## src/include/drdec_pkg.sv

```systemverilog
// Package: constants and types for the task-file register decode block
package drdec_pkg;

    // Register addresses (DA2..DA0) within each chip-select block
    localparam logic [2:0] DRDEC_A_DATA    = 3'h0;
    localparam logic [2:0] DRDEC_A_FEAT    = 3'h1;
    localparam logic [2:0] DRDEC_A_SECCNT  = 3'h2;
    localparam logic [2:0] DRDEC_A_SECNUM  = 3'h3;
    localparam logic [2:0] DRDEC_A_CYLLO   = 3'h4;
    localparam logic [2:0] DRDEC_A_CYLHI   = 3'h5;
    localparam logic [2:0] DRDEC_A_DEVHEAD = 3'h6;
    localparam logic [2:0] DRDEC_A_CMD     = 3'h7;
    localparam logic [2:0] DRDEC_A_DEVCTL  = 3'h6;

    // Field positions
    localparam int DRDEC_DEV_BIT  = 4;
    localparam int DRDEC_SRST_BIT = 2;
    localparam int DRDEC_NIEN_BIT = 1;

    // Command codes
    localparam logic [7:0] DRDEC_CMD_DIAG  = 8'h90;
    localparam logic [7:0] DRDEC_CMD_DRST  = 8'h08;

    // Reset values
    localparam logic [7:0] DRDEC_RST_REG    = 8'h00;
    localparam logic [7:0] DRDEC_RST_SECCNT = 8'h01;
    localparam logic [7:0] DRDEC_RST_SECNUM = 8'h01;
    localparam logic [7:0] DRDEC_ZERO_BYTE  = 8'h00;

    // Decode modes
    typedef enum logic [1:0] {
        DRDEC_MODE_NORMAL,
        DRDEC_MODE_PROXY,
        DRDEC_MODE_SLEEP_NR,
        DRDEC_MODE_SLEEP_R
    } drdec_mode_t;

endpackage

```

## src/include/drdec_sync_if.sv

```systemverilog
// Interface: synchronised host strobes between the top and the pin front end
`timescale 1ns/10ps
interface drdec_sync_if;
    logic       cs0;
    logic       cs1;
    logic [2:0] addr;
    logic       rd_pulse;
    logic       wr_pulse;
    logic       rd_level;

    modport front (output cs0, output cs1, output addr, output rd_pulse, output wr_pulse, output rd_level);
    modport core  (input cs0, input cs1, input addr, input rd_pulse, input wr_pulse, input rd_level);
endinterface

```

## src/core/drdec_core.sv

```systemverilog
// Module: task-file register decode for proxy-for-device-1 and Sleep modes
//
// Functional notes
// - Proxy: sector number write stored when busy and data request are clear.
// - Proxy: reads of sector count and sector number return own registers.
// - Proxy: cylinder low written and read back from own register.
// - Proxy: cylinder high written and read back from own register.
// - Proxy: device/head write stored, selection re-evaluated from new DEV bit.
// - Proxy: device/head read returns own register with DEV forced to one.
// - Proxy: command latched, executed only if it is EXECUTE DEVICE DIAGNOSTICS.
// - Proxy: status reads return 00H.
// - Proxy: strobes with both chip selects asserted are ignored.
// - Sleep: device control write only updates SRST; wake only when SRST is 1.
// - Sleep without reset command: DMARQ released, all but control write ignored.
// - Sleep with reset command: DMARQ released, DEV bit captured from writes.
// - Sleep with reset command: command write ignored unless selected DEVICE RESET.
// - Sleep with reset command: status and other block reads and writes ignored.
// - Selected exactly when stored DEV bit equals own device number.
// - Both selects equal outside DMA: data released, strobes ignored.
`timescale 1ns/10ps
module drdec_core
    import drdec_pkg::*;
(
    // Clock and reset
    input  wire logic        core_clk,
    input  wire logic        arst_n,
    // Host task-file pins
    input  wire logic        cs0_n,
    input  wire logic        cs1_n,
    input  wire logic [2:0]  da,
    input  wire logic        dior_n,
    input  wire logic        diow_n,
    input  wire logic [7:0]  dd_in,
    output logic      [7:0]  dd_out,
    output logic             dd_oe,
    output logic             dmarq_out,
    output logic             dmarq_oe,
    // Device state from the drive core
    input  wire logic        own_dev,
    input  wire logic        dev1_absent,
    input  wire logic        bsy,
    input  wire logic        drq,
    input  wire logic        dmarq_req,
    input  wire logic        in_sleep,
    input  wire logic        reset_cmd_supported,
    input  wire logic [7:0]  status_in,
    input  wire logic [7:0]  error_in,
    // Register contents and events to the drive core
    output logic      [7:0]  feature_reg,
    output logic      [7:0]  seccnt_reg,
    output logic      [7:0]  secnum_reg,
    output logic      [7:0]  cyllo_reg,
    output logic      [7:0]  cylhi_reg,
    output logic      [7:0]  devhead_reg,
    output logic      [7:0]  command_reg,
    output logic      [7:0]  devctl_reg,
    output logic             selected,
    output logic             cmd_exec,
    output logic             srst_wake,
    output logic      [1:0]  mode
);

    // ----------------------------------------
    // Pin synchronisation
    // ----------------------------------------
    drdec_sync_if sync_if ();

    logic [7:0] dd_meta_q;
    logic [7:0] dd_stab_q;

    drdec_pin_sync u_sync (
        .core_clk (core_clk),
        .arst_n   (arst_n),
        .cs0_n    (cs0_n),
        .cs1_n    (cs1_n),
        .da       (da),
        .dior_n   (dior_n),
        .diow_n   (diow_n),
        .sync     (sync_if.front)
    );

    // Device number and absence flag come from another domain; the data bus from pins
    // Data takes the same two flops as the strobe path; the host sets it up before the strobe, so it has settled when used
    logic [1:0] ctl_meta_q;
    logic [1:0] ctl_meta_d;
    logic [1:0] ctl_stab_q;
    logic [1:0] ctl_stab_d;
    logic [7:0] dd_meta_d;
    logic [7:0] dd_stab_d;

    always_comb begin
        dd_meta_d  = dd_in;
        dd_stab_d  = dd_meta_q;
        ctl_meta_d = {own_dev, dev1_absent};
        ctl_stab_d = ctl_meta_q;
    end

    always_ff @(posedge core_clk or negedge arst_n) begin
        if (!arst_n) begin
            dd_meta_q  <= DRDEC_RST_REG;
            dd_stab_q  <= DRDEC_RST_REG;
            ctl_meta_q <= 2'h0;
            ctl_stab_q <= 2'h0;
        end else begin
            dd_meta_q  <= dd_meta_d;
            dd_stab_q  <= dd_stab_d;
            ctl_meta_q <= ctl_meta_d;
            ctl_stab_q <= ctl_stab_d;
        end
    end

    // ----------------------------------------
    // Mode selection
    // ----------------------------------------
    logic        own_dev_s;
    logic        dev1_absent_s;
    logic        sel_now;
    drdec_mode_t mode_now;

    function automatic logic dev_match(input logic [7:0] dh, input logic dev);
        dev_match = (dh[DRDEC_DEV_BIT] == dev);
    endfunction

    always_comb begin
        own_dev_s     = ctl_stab_q[1];
        dev1_absent_s = ctl_stab_q[0];
        sel_now       = dev_match(devhead_reg, own_dev_s);
        // Sleep outranks proxy: a sleeping device answers only its wake paths
        if (in_sleep && reset_cmd_supported) begin
            mode_now = DRDEC_MODE_SLEEP_R;
        end else if (in_sleep) begin
            mode_now = DRDEC_MODE_SLEEP_NR;
        end else if (!own_dev_s && devhead_reg[DRDEC_DEV_BIT] && dev1_absent_s) begin
            mode_now = DRDEC_MODE_PROXY;
        end else begin
            mode_now = DRDEC_MODE_NORMAL;
        end
    end

    // ----------------------------------------
    // Access decode
    // ----------------------------------------
    logic       cmd_blk;
    logic       ctl_blk;
    logic       idle_ok;
    logic [7:0] feat_d;
    logic [7:0] sc_d;
    logic [7:0] sn_d;
    logic [7:0] cl_d;
    logic [7:0] ch_d;
    logic [7:0] dh_d;
    logic [7:0] cmdr_d;
    logic [7:0] dc_d;
    logic       exec_d;
    logic       wake_d;
    logic       rd_ok;
    logic [7:0] rd_val;

    always_comb begin
        // Both selects equal means no register addressed
        cmd_blk = sync_if.cs0 & ~sync_if.cs1;
        ctl_blk = ~sync_if.cs0 & sync_if.cs1 & (sync_if.addr == DRDEC_A_DEVCTL);
        // Proxy writes while busy would race the drive core, so they are dropped
        idle_ok = ~bsy & ~drq;
        feat_d  = feature_reg;
        sc_d    = seccnt_reg;
        sn_d    = secnum_reg;
        cl_d    = cyllo_reg;
        ch_d    = cylhi_reg;
        dh_d    = devhead_reg;
        cmdr_d  = command_reg;
        dc_d    = devctl_reg;
        exec_d  = 1'b0;
        wake_d  = 1'b0;
        rd_ok   = 1'b0;
        rd_val  = DRDEC_ZERO_BYTE;

        case (mode_now)
            DRDEC_MODE_SLEEP_NR, DRDEC_MODE_SLEEP_R: begin
                if (sync_if.wr_pulse && ctl_blk) begin
                    // Only SRST of device control changes while asleep
                    dc_d[DRDEC_SRST_BIT] = dd_stab_q[DRDEC_SRST_BIT];
                    wake_d               = dd_stab_q[DRDEC_SRST_BIT];
                end
                // All reads ignored while asleep
                if (mode_now == DRDEC_MODE_SLEEP_R && sync_if.wr_pulse && cmd_blk) begin
                    if (sync_if.addr == DRDEC_A_DEVHEAD) begin
                        dh_d[DRDEC_DEV_BIT] = dd_stab_q[DRDEC_DEV_BIT];
                    end else if (sync_if.addr == DRDEC_A_CMD && sel_now && dd_stab_q == DRDEC_CMD_DRST) begin
                        cmdr_d = dd_stab_q;
                        exec_d = 1'b1;
                    end
                end
            end
            DRDEC_MODE_PROXY: begin
                if (sync_if.wr_pulse && ctl_blk && idle_ok) begin
                    dc_d   = dd_stab_q;
                    wake_d = dd_stab_q[DRDEC_SRST_BIT];
                end
                if (sync_if.rd_level && ctl_blk && idle_ok) begin
                    rd_ok = 1'b1;
                end
                if (sync_if.wr_pulse && cmd_blk && idle_ok) begin
                    if (sync_if.addr == DRDEC_A_FEAT) begin
                        feat_d = dd_stab_q;
                    end else if (sync_if.addr == DRDEC_A_SECCNT) begin
                        sc_d = dd_stab_q;
                    end else if (sync_if.addr == DRDEC_A_SECNUM) begin
                        sn_d = dd_stab_q;
                    end else if (sync_if.addr == DRDEC_A_CYLLO) begin
                        cl_d = dd_stab_q;
                    end else if (sync_if.addr == DRDEC_A_CYLHI) begin
                        ch_d = dd_stab_q;
                    end else if (sync_if.addr == DRDEC_A_DEVHEAD) begin
                        dh_d = dd_stab_q;
                    end else if (sync_if.addr == DRDEC_A_CMD) begin
                        cmdr_d = dd_stab_q;
                        exec_d = (dd_stab_q == DRDEC_CMD_DIAG);
                    end
                end
                if (sync_if.rd_level && cmd_blk && idle_ok && sync_if.addr != DRDEC_A_DATA) begin
                    rd_ok = 1'b1;
                    if (sync_if.addr == DRDEC_A_FEAT) begin
                        rd_val = error_in;
                    end else if (sync_if.addr == DRDEC_A_SECCNT) begin
                        rd_val = seccnt_reg;
                    end else if (sync_if.addr == DRDEC_A_SECNUM) begin
                        rd_val = secnum_reg;
                    end else if (sync_if.addr == DRDEC_A_CYLLO) begin
                        rd_val = cyllo_reg;
                    end else if (sync_if.addr == DRDEC_A_CYLHI) begin
                        rd_val = cylhi_reg;
                    end else if (sync_if.addr == DRDEC_A_DEVHEAD) begin
                        rd_val = devhead_reg | (8'h01 << DRDEC_DEV_BIT);
                    end else begin
                        rd_val = DRDEC_ZERO_BYTE;
                    end
                end
            end
            default: begin
                // Selected, non-sleep decode lives elsewhere; keep the device/head copy and, when selected, the command copy current
                if (sync_if.wr_pulse && cmd_blk && idle_ok) begin
                    if (sync_if.addr == DRDEC_A_DEVHEAD) begin
                        dh_d = dd_stab_q;
                    end else if (sync_if.addr == DRDEC_A_CMD && sel_now) begin
                        cmdr_d = dd_stab_q;
                        exec_d = 1'b1;
                    end
                end
                if (sync_if.rd_level && cmd_blk && sel_now && sync_if.addr == DRDEC_A_CMD) begin
                    rd_ok  = 1'b1;
                    rd_val = status_in;
                end
            end
        endcase
    end

    // ----------------------------------------
    // Registers and output flops
    // ----------------------------------------
    always_ff @(posedge core_clk or negedge arst_n) begin
        if (!arst_n) begin
            feature_reg <= DRDEC_RST_REG;
            seccnt_reg  <= DRDEC_RST_SECCNT;
            secnum_reg  <= DRDEC_RST_SECNUM;
            cyllo_reg   <= DRDEC_RST_REG;
            cylhi_reg   <= DRDEC_RST_REG;
            devhead_reg <= DRDEC_RST_REG;
            command_reg <= DRDEC_RST_REG;
            devctl_reg  <= DRDEC_RST_REG;
            cmd_exec    <= 1'b0;
            srst_wake   <= 1'b0;
            selected    <= 1'b0;
            mode        <= 2'h0;
            dd_out      <= 8'h00;
            dd_oe       <= 1'b0;
            dmarq_out   <= 1'b0;
            dmarq_oe    <= 1'b0;
        end else begin
            feature_reg <= feat_d;
            seccnt_reg  <= sc_d;
            secnum_reg  <= sn_d;
            cyllo_reg   <= cl_d;
            cylhi_reg   <= ch_d;
            devhead_reg <= dh_d;
            command_reg <= cmdr_d;
            devctl_reg  <= dc_d;
            // One-cycle pulses: the drive core must take them on the edge they stand
            cmd_exec    <= exec_d;
            srst_wake   <= wake_d;
            selected    <= dev_match(dh_d, own_dev_s);
            mode        <= mode_now;
            // Read data trails the strobe by the sync delay on both edges
            dd_out      <= rd_val;
            dd_oe       <= rd_ok;
            // DMARQ released while asleep
            dmarq_out   <= dmarq_req;
            dmarq_oe    <= (mode_now == DRDEC_MODE_NORMAL) && sel_now;
        end
    end

endmodule

```

## src/core/drdec_pin_sync.sv

```systemverilog
// Module: two-stage synchroniser and strobe edge detect for host pins
`timescale 1ns/10ps
module drdec_pin_sync
    import drdec_pkg::*;
(
    // Clock and reset
    input  wire logic   core_clk,
    input  wire logic   arst_n,
    // Host pins, active low selects and strobes
    input  wire logic   cs0_n,
    input  wire logic   cs1_n,
    input  wire logic [2:0] da,
    input  wire logic   dior_n,
    input  wire logic   diow_n,
    // Synchronised view
    drdec_sync_if.front sync
);

    logic [6:0] meta_q;
    logic [6:0] meta_d;
    logic [6:0] stab_q;
    logic [6:0] stab_d;
    logic       rd_prev_q;
    logic       rd_prev_d;
    logic       wr_prev_q;
    logic       wr_prev_d;

    always_comb begin
        meta_d    = {~cs0_n, ~cs1_n, da, ~dior_n, ~diow_n};
        stab_d    = meta_q;
        rd_prev_d = stab_q[1];
        wr_prev_d = stab_q[0];
    end

    always_ff @(posedge core_clk or negedge arst_n) begin
        if (!arst_n) begin
            meta_q    <= 7'h00;
            stab_q    <= 7'h00;
            rd_prev_q <= 1'b0;
            wr_prev_q <= 1'b0;
        end else begin
            meta_q    <= meta_d;
            stab_q    <= stab_d;
            rd_prev_q <= rd_prev_d;
            wr_prev_q <= wr_prev_d;
        end
    end

    // Address follows the pins through the same two flops, not latched on a strobe edge; host holds it stable
    assign sync.cs0      = stab_q[6];
    assign sync.cs1      = stab_q[5];
    assign sync.addr     = stab_q[4:2];
    assign sync.rd_level = stab_q[1];
    assign sync.rd_pulse = stab_q[1] & ~rd_prev_q;
    assign sync.wr_pulse = stab_q[0] & ~wr_prev_q;

endmodule

```

## config.mk

```make
export PLATFORM = sky130hd
export DESIGN_NAME = drdec_core
export DESIGN_NICKNAME = d
export VERILOG_FILES = /design/src/include/drdec_pkg.sv /design/src/include/drdec_sync_if.sv /design/src/core/drdec_core.sv /design/src/core/drdec_pin_sync.sv
export SDC_FILE = /design/constraint.sdc
export NUM_CORES = 1
export LEC_CHECK = 0
export BUFFER_PORTS_ARGS = -buffer_cell sky130_fd_sc_hd__buf_2
export CORE_MARGIN = 3
export CORE_UTILIZATION = 53
export CTS_CLUSTER_DIAMETER = 80
export CTS_CLUSTER_SIZE = 14
export DETAILED_ROUTE_END_ITERATION = 6
export GPL_TIMING_DRIVEN = 1
export PLACE_DENSITY = 0.88
export SYNTH_ARGS = -nofsm -noshare
export SYNTH_HDL_FRONTEND = slang
export SYNTH_SLANG_ARGS = --single-unit
```

## constraint.sdc

```tcl
create_clock -name core_clk -period 2.55 [get_ports core_clk]
set_clock_uncertainty 0.15 [all_clocks]
set_input_delay 0.255 -clock core_clk [delete_from_list [all_inputs] [get_ports core_clk]]
set_output_delay 0.255 -clock core_clk [all_outputs]
set_load 0.01 [all_outputs]
```

==> Flow_metrics.wiki, run 1 <==
{| class="wikitable"
! Metric !! Value
|-
| CP Class || reg -> reg
|-
| Flop pwr share || 42.8%
|-
| Fraction of power consumed by the clock network || 50.9%
|-
| Worst hold margin || 0.0485 ns
|-
| Number of flops mapped to enable cells by yosys || 0
|-
| Final Instance Count excl. Fillers || 611
|-
| Detailed Routing Iterations Pass 1 || 4
|-
| Worst IR Drop VDD || 0.524 mV
|-
| Number of nets with antenna violations after routing || 0
|-
| Power density over the cells || 701 nW/um^2
|-
| GRT Resource Usage Total || 26.5%
|-
| Number of storage elements in the synthesis netlist || 115
|-
| Basic-gate share of the synthesized area counting and, or, nand and nor cells || 8.22%
|-
| DR vias || 3,482
|-
| Clock latency on the worst-skew pair || 0.50 ns
|-
| Clock sink count || 115
|-
| Parity-gate share of the synthesized area counting xor and xnor cells || 0.188%
|-
| Critical-path maximum fanout || 24
|-
| Antenna Cells || 0
|-
| Final Power || 0.00446 W
|-
| Max Cap Violations || 0
|-
| Final setup violation count || 0
|-
| Synth Area in Adders || 0.269%
|-
| Vias in the first global route || 3,702
|-
| Starting utilization of the core area || 55.5%
|-
| Cell count after synthesis || 325
|-
| Sum of routed wire length over all layers || 12,600 um
|-
| Floorplan row count || 33
|-
| Number of CTS-inserted buffers || 17
|-
| Worst hold path type || in -> async
|-
| Drt via density || 5.70
|-
| Data required time at the worst endpoint || 2.79 ns
|-
| IO Count || 120
|-
| Outcome || complete, no violations
|-
| H-Tree Level Count || 4
|-
| Post-CTS clock slew at the launch and capture registers of the worst setup and hold paths || 0.06 ns
|-
| Post-synthesis average cell area || 14.3 um^2
|-
| Core Area || 8380 um^2
|-
| Wire length of the first global-routing pass || 20,300 um
|-
| Net switching fraction of the power || 22.0%
|-
| Internal Power || 0.00348 W
|-
| Final HPWL from detailed placement || 8190 um
|-
| DRC errors left || 0
|-
| Root Buffer Master || sky130_fd_sc_hd__clkbuf_8
|-
| Number of warnings issued by yosys || 0
|-
| Main combinational cell family by area after synthesis || multiplexers
|-
| Longest Clk Path Bufs || 2
|-
| Min Tclk post-route || 2.49 ns
|-
| Hold violation total from the final report || 0
|-
| Die outline height || 99.7 um
|-
| Worst rel slew slack || 59.4%
|-
| Routability-driven placement congestion ratio || 0.925
|-
| Share of power burned in combinational logic || 6.3%
|-
| Die boundary width || 99.7 um
|-
| Initial antenna violation count || 0
|-
| Highest achievable clock rate || 0.402 GHz
|-
| Share of the cycle needed by the critical path after routing || 97.6%
|-
| Maximum number of pins on one net before global-route repair || 71
|-
| Area added between synthesis and finish || 36.8%
|-
| Actual transition at the worst max-transition pin || 0.608 ns
|-
| Share of flip-flops with an asynchronous set or reset after synthesis || 100%
|-
| Total nets after synthesis || 366
|-
| TritonCTS clock tree || built
|-
| Number of port buffers || 119
|-
| Synth unique cells || 59
|-
| Launching element type of the critical path || flop
|-
| Max Transition Viols Final || 0
|-
| Proportion of layout cells with a drive suffix above 1 || 48.6%
|-
| Die Outline Area || 9950 um^2
|-
| CP endpoint kind || flop
|-
| Net switching component of the power || 0.000983 W
|-
| Flip-flop cell with the highest count after synthesis || sky130_fd_sc_hd__dfrtp_1
|-
| Compound-gate portion of the synthesized area || 8.92%
|-
| Total Nets Final || 536
|-
| Synthesized area || 4660 um^2
|-
| Global route total overflow || 0
|-
| Mux cell area share after synthesis || 18.0%
|-
| Average wire length per cell after detail routing || 20.7 um
|-
| Proportion of synthesized chip area in sequential cells || 61.9%
|-
| Leakage power summed over all cells || 3.38 nW
|-
| Total placed cells including tap cells || 544
|-
| Arrival time at the worst endpoint || 2.73 ns
|-
| First DRT Iteration DRCs || 312
|}
==> logic make-up after synthesis <==
family	count (synthesis)
buffers and inverters	28
AO/OA/AOI/OAI	49
adder cells (fa/ha/maj)	1
XOR/XNOR	1
flip-flops	115
AND/OR/NAND/NOR	59
multiplexers	72
==> cells in the mapped netlist (3+ instances only) <==
| library cell | count | area, um^2 |
|---|---|---|
| sky130_fd_sc_hd__nor3_1 | 3 | 15.0 |
| sky130_fd_sc_hd__clkbuf_1 | 7 | 26.3 |
| sky130_fd_sc_hd__mux2_4 | 8 | 120 |
| sky130_fd_sc_hd__a32o_1 | 7 | 70.1 |
| sky130_fd_sc_hd__a21oi_1 | 6 | 30.0 |
| sky130_fd_sc_hd__buf_2 | 8 | 40.0 |
| sky130_fd_sc_hd__inv_1 | 8 | 30.0 |
| sky130_fd_sc_hd__a221o_1 | 4 | 40.0 |
| sky130_fd_sc_hd__dfrtp_1 | 113 | 2830 |
| sky130_fd_sc_hd__nor2b_1 | 5 | 31.3 |
| sky130_fd_sc_hd__buf_1 | 3 | 11.3 |
| sky130_fd_sc_hd__nor2_1 | 8 | 30.0 |
| sky130_fd_sc_hd__mux2_2 | 60 | 676 |
| sky130_fd_sc_hd__mux2i_1 | 4 | 40.0 |
| sky130_fd_sc_hd__nand2_1 | 14 | 52.6 |
| sky130_fd_sc_hd__o21ai_0 | 6 | 30.0 |
| sky130_fd_sc_hd__o211ai_1 | 5 | 37.5 |
| sky130_fd_sc_hd__nand2b_1 | 3 | 18.8 |
| sky130_fd_sc_hd__nand4_1 | 4 | 25.0 |
==> routing by layer <==
layer	up-vias	wire length (um)	track usage, %
li1	1525	-	-
met1	1767	5110	35.5
met3	24	1060	7.43
met5	-	0	0
met4	0	275	10.2
met2	166	6180	41.5
==> power by group through the flow <==
stage / clock [W] / sequential (W) / combinational (W)
2_1_floorplan: 0 / 0.00194 / 0.000104
3_3_place_gp: 0 / 0.00194 / 0.000234
3_5_place_dp: 0 / 0.00194 / 0.000239
4_1_cts: 0.00229 / 0.00191 / 0.000278
5_1_grt: 0.00239 / 0.00192 / 0.000306
6_report: 0.00227 / 0.00191 / 0.000279
==> layout make-up <==
class	count	area, um^2
clock buffer	22	473
clock inverter	8	103
fill	526	2010
inverter	8	30.0
multi-input combinational	182	1660
sequential	115	2880
tap	105	131
timing repair buffer	171	1090
==> through the flow <==
stage               setup WS [ns]  area (um^2)  TNS (ns)  util, %
floorplan                   0.535         4660         0        -
global placement            0.276         5420         0     64.7
detailed placement          0.171         5420         0     64.7
CTS                        0.0332         6360         0     75.8
global route              -0.0147         6370   -0.0588     76.0
finish                     0.0610         6370         0     76.0
==> final timing paths <==
kind,start,cells past startpoint,slack (ns),endpoint
min reg2reg,ctl_meta_q[1],0,0.19,ctl_stab_q[1]
max reg2reg,u_sync.stab_q[2],5,0.06,dd_out[1]
max,u_sync.stab_q[2],5,0.06,dd_out[1]
max in group asynchronous,arst_n,3,1.51,seccnt_reg[0]
min in group core_clk,error_in[0],4,0.06,dd_out[0]
min,arst_n,2,0.05,srst_wake
==> critical path: stages (launching register included) <==
cell and delay, ns:
sky130_fd_sc_hd__dfrtp_1 0.43, sky130_fd_sc_hd__buf_6 0.27, sky130_fd_sc_hd__mux2_2 0.39, sky130_fd_sc_hd__a221o_1 0.31
sky130_fd_sc_hd__a32o_1 0.27, sky130_fd_sc_hd__dlygate4sd3_1 0.55
==> cell usage in the layout, fill, tap and decap left out, types with 3 or more instances in the layout <==
| cell type | Yosys | layout |
|---|---|---|
| sky130_fd_sc_hd__nor3_1 | 3 | 3 |
| sky130_fd_sc_hd__clkbuf_16 | 0 | 16 |
| sky130_fd_sc_hd__a221o_1 | 4 | 4 |
| sky130_fd_sc_hd__a32o_1 | 7 | 7 |
| sky130_fd_sc_hd__nand2b_1 | 3 | 3 |
| sky130_fd_sc_hd__dfrtp_1 | 113 | 113 |
| sky130_fd_sc_hd__nor2_1 | 8 | 8 |
| sky130_fd_sc_hd__mux2_2 | 60 | 60 |
| sky130_fd_sc_hd__o21ai_0 | 6 | 6 |
| sky130_fd_sc_hd__buf_2 | 8 | 118 |
| sky130_fd_sc_hd__inv_1 | 8 | 8 |
| sky130_fd_sc_hd__mux2_4 | 8 | 8 |
| sky130_fd_sc_hd__nor2b_1 | 5 | 5 |
| sky130_fd_sc_hd__nand4_1 | 4 | 4 |
| sky130_fd_sc_hd__buf_4 | 0 | 15 |
| sky130_fd_sc_hd__nand2_1 | 14 | 14 |
| sky130_fd_sc_hd__a21oi_1 | 6 | 6 |
| sky130_fd_sc_hd__o211ai_1 | 5 | 5 |
| sky130_fd_sc_hd__clkbuf_8 | 0 | 5 |
| sky130_fd_sc_hd__mux2i_1 | 4 | 4 |
| sky130_fd_sc_hd__dlygate4sd3_1 | 0 | 36 |
==> what timing repair did <==
action                     CTS  global route
hold buffers                36             0
buffers inserted             0             1
resized for setup            0             1
hold endpoints to repair   142             0
setup endpoints to repair    0            13
No activity file was read; power rests on OpenSTA's default activity.
==> run 2, diff against run 1 <==
Settings changed: CORE_UTILIZATION 53 to 45, PLACE_DENSITY 0.88 to 0.78.
==> run 2 against run 1 <==
Against the previous run:
- cell count increased by 4.9%
- first-iteration DRC count is 40% lower
- power is 2.0% higher
- sequential power is essentially flat
==> Flow_metrics.wiki, run 2 (same netlist as run 1, synthesis figures left out) <==
{| class="wikitable"
! Metric !! Value
|-
| Outcome || complete, no violations
|-
| Die outline height || 108 um (+8.0%)
|-
| Root Buffer Master || sky130_fd_sc_hd__clkbuf_8
|-
| Setup slack at placement || 0.277 ns (+0.106 ns)
|-
| H-Tree Level Count || 4 (unchanged)
|-
| Maximum number of pins on one net before global-route repair || 49 (-31%)
|-
| Worst Slack Setup Final || 0.0966 ns (+0.0356 ns)
|-
| IO Count || 120 (unchanged)
|-
| Commonest non-fill, non-tap cells in the layout || 118 x sky130_fd_sc_hd__buf_2, 111 x sky130_fd_sc_hd__dfrtp_1, 60 x sky130_fd_sc_hd__mux2_2
|-
| Global route total overflow || 0 (unchanged)
|-
| Worst rel slew slack || 59.3% (-0.080 points)
|-
| Path depth of the worst reg2reg path || 8 (+3)
|-
| RSZ-0062 raised after global routing || false
|-
| CP Class || reg -> reg
|-
| Final total negative setup slack || 0 ns (unchanged)
|-
| Number of CTS-inserted buffers || 17 (unchanged)
|-
| Number of port buffers || 119 (unchanged)
|-
| Antenna Cells || 0 (unchanged)
|-
| Leakage power summed over all cells || 3.37 nW (-0.23%)
|-
| Critical-path maximum fanout || 7 (-71%)
|-
| Number of nets with antenna violations after routing || 0 (unchanged)
|-
| Initial antenna violation count || 0 (unchanged)
|-
| Routability-driven placement congestion ratio || 0.885 (-4.3%)
|-
| Net switching component of the power || 0.00103 W (+4.6%)
|-
| Flop pwr share || 42.0% (-0.8 points)
|-
| Share of the cycle needed by the critical path after routing || 96.2% (-1.4 points)
|-
| Min Tclk post-route || 2.45 ns (-0.0356 ns)
|-
| Sum of routed wire length over all layers || 12,300 um (-2.5%)
|-
| Worst IR Drop VDD || 0.401 mV (-23%)
|-
| Hold violation total from the final report || 0 (unchanged)
|-
| Final setup violation count || 0 (unchanged)
|-
| Multi-input combinational cell area || 1660 um^2 (unchanged)
|-
| Area added between synthesis and finish || 38.2%
|-
| Vias in the first global route || 3,496 (-5.6%)
|-
| Data required time at the worst endpoint || 2.85 ns (+0.06 ns)
|-
| Die boundary width || 108 um (+8.0%)
|-
| Actual transition at the worst max-transition pin || 0.611 ns (+0.00245 ns)
|-
| Proportion of layout cells with a drive suffix above 1 || 49.4% (+0.79 points)
|-
| Post-CTS clock slew at the launch and capture registers of the worst setup and hold paths || 0.06 ns (about the same)
|-
| Starting utilization of the core area || 47.0% (-8.6 points)
|-
| Share of power burned in combinational logic || 6.1% (-0.2 points)
|-
| GRT Resource Usage Total || 22.2% (-4.3 points)
|-
| Wire length of the first global-routing pass || 19,400 um (-4.5%)
|-
| CP endpoint kind || flop
|-
| Net switching fraction of the power || 22.6% (+0.56 points)
|-
| Max Transition Viols Final || 0 (unchanged)
|-
| Total Nets Final || 536 (unchanged)
|-
| Drt via density || 5.37 (-5.8%)
|-
| Longest Clk Path Bufs || 2 (unchanged)
|-
| Clock sink count || 115 (unchanged)
|-
| Area occupied by registers || 2880 um^2 (about the same)
|-
| Fill cell instance count of the final layout || 767 (+46%)
|-
| Die Outline Area || 11,600 um^2 (+17%)
|-
| DR vias || 3,440 (-1.2%)
|-
| First DRT Iteration DRCs || 187 (-40%)
|-
| Detailed Routing Iterations Pass 1 || 4 (unchanged)
|-
| Internal Power || 0.00353 W (+1.3%)
|-
| Total cell area at the placement stage || 5450 um^2 (+0.51%)
|-
| Final HPWL from detailed placement || 8190 um (about the same)
|-
| Power density over the cells || 708 nW/um^2 (+0.95%)
|-
| DRC errors left || 0 (unchanged)
|-
| Launching element type of the critical path || flop
|-
| Max Cap Violations || 0 (unchanged)
|-
| Clock latency on the worst-skew pair || 0.51 ns (about the same)
|-
| Arrival time at the worst endpoint || 2.75 ns (+0.02 ns)
|-
| Average wire length per cell after detail routing || 19.2 um (-7.0%)
|-
| Worst hold path type || in -> reg
|-
| Fraction of power consumed by the clock network || 51.8% (+0.9 points)
|-
| Core Area || 9910 um^2 (+18%)
|-
| Hold path depth || 4
|-
| Highest achievable clock rate || 0.408 GHz (+1.5%)
|-
| Most common cell after layout, fill and taps aside || sky130_fd_sc_hd__buf_2
|-
| Floorplan row count || 36 (+9.1%)
|-
| Post-layout instance area || 6430 um^2 (+1.1%)
|-
| TritonCTS clock tree || built
|}
run 2: changes by cell type in the layout (fill, tap and decap cells not counted), sizes merged:
cell,delta
clkinvlp,+2
inv,+3
clkbuf,-4
bufinv,+1
run 2: per-stage QoR:
step           total power (W)  hold WS (ns)  instances  utilization, %
2_1_floorplan          0.00204        -0.191        325               -
3_3_place_gp           0.00217         0.152        571            55.0
3_5_place_dp           0.00218         0.156        571            55.0
4_1_cts                0.00460       0.00286        639            64.7
5_1_grt                0.00472        0.0281        641            64.9
6_report               0.00455        0.0443        641            64.9
run 2: critical path: stages, from the launching register on:
cell                            delay [ns]
sky130_fd_sc_hd__dfrtp_1              0.39
sky130_fd_sc_hd__inv_1                0.08
sky130_fd_sc_hd__ha_1                 0.22
sky130_fd_sc_hd__nand3b_1             0.22
sky130_fd_sc_hd__nor3_1               0.27
sky130_fd_sc_hd__buf_4                0.21
sky130_fd_sc_hd__o31a_1               0.17
sky130_fd_sc_hd__a32o_1               0.15
sky130_fd_sc_hd__dlygate4sd3_1        0.53
run 2: power by group through the flow:
stage          clock network [W]  logic [W]  registers (W)
5_1_grt                  0.00250   0.000305        0.00192
3_3_place_gp                   0   0.000229        0.00194
6_report                 0.00236   0.000279        0.00191
3_5_place_dp                   0   0.000236        0.00194
2_1_floorplan                  0   0.000104        0.00194
4_1_cts                  0.00241   0.000279        0.00191
run 2: final cells by class:
class / instances / share of cell area, %
clock buffers: 18 / 6.65
clock inverters: 14 / 2.76
inverters: 8 / 0.467
multi-input cells: 182 / 25.7
flip-flops and latches: 115 / 44.8
well taps: 133 / 2.59
repair buffers: 171 / 17.0
run 2: final timing paths:
| kind | from | endpoint | slack, ns |
|---|---|---|---|
| min reg2reg | u_sync.meta_q[6] | u_sync.stab_q[6] | 0.19 |
| max | ctl_stab_q[1] | dd_out[4] | 0.1 |
| max in group asynchronous | arst_n | dd_meta_q[4] | 1.36 |
| max reg2reg | ctl_stab_q[1] | dd_out[4] | 0.1 |
| min in group asynchronous | arst_n | dmarq_out | 0.16 |
| min | error_in[6] | dd_out[6] | 0.04 |
run 2: repair_timing:
action / 4_1_cts / 5_1_grt
hold buffers: 36 / 0
setup endpoints to repair: 0 / 1
hold endpoints to repair: 75 / 0
resized for setup: 0 / 3
buffers inserted: 0 / 2
run 2: metal layers:
| layer | wire [um] | GRT usage (%) | share of wire [%] | up-vias |
|---|---|---|---|---|
| li1 | - | - | - | 1532 |
| met1 | 5100 | 28.8 | 41 | 1759 |
| met2 | 6130 | 35.7 | 50 | 131 |
| met3 | 910 | 6.84 | 7.4 | 18 |
| met4 | 174 | 7.30 | 1.4 | 0 |
| met5 | 0 | 0 | 0 | - |
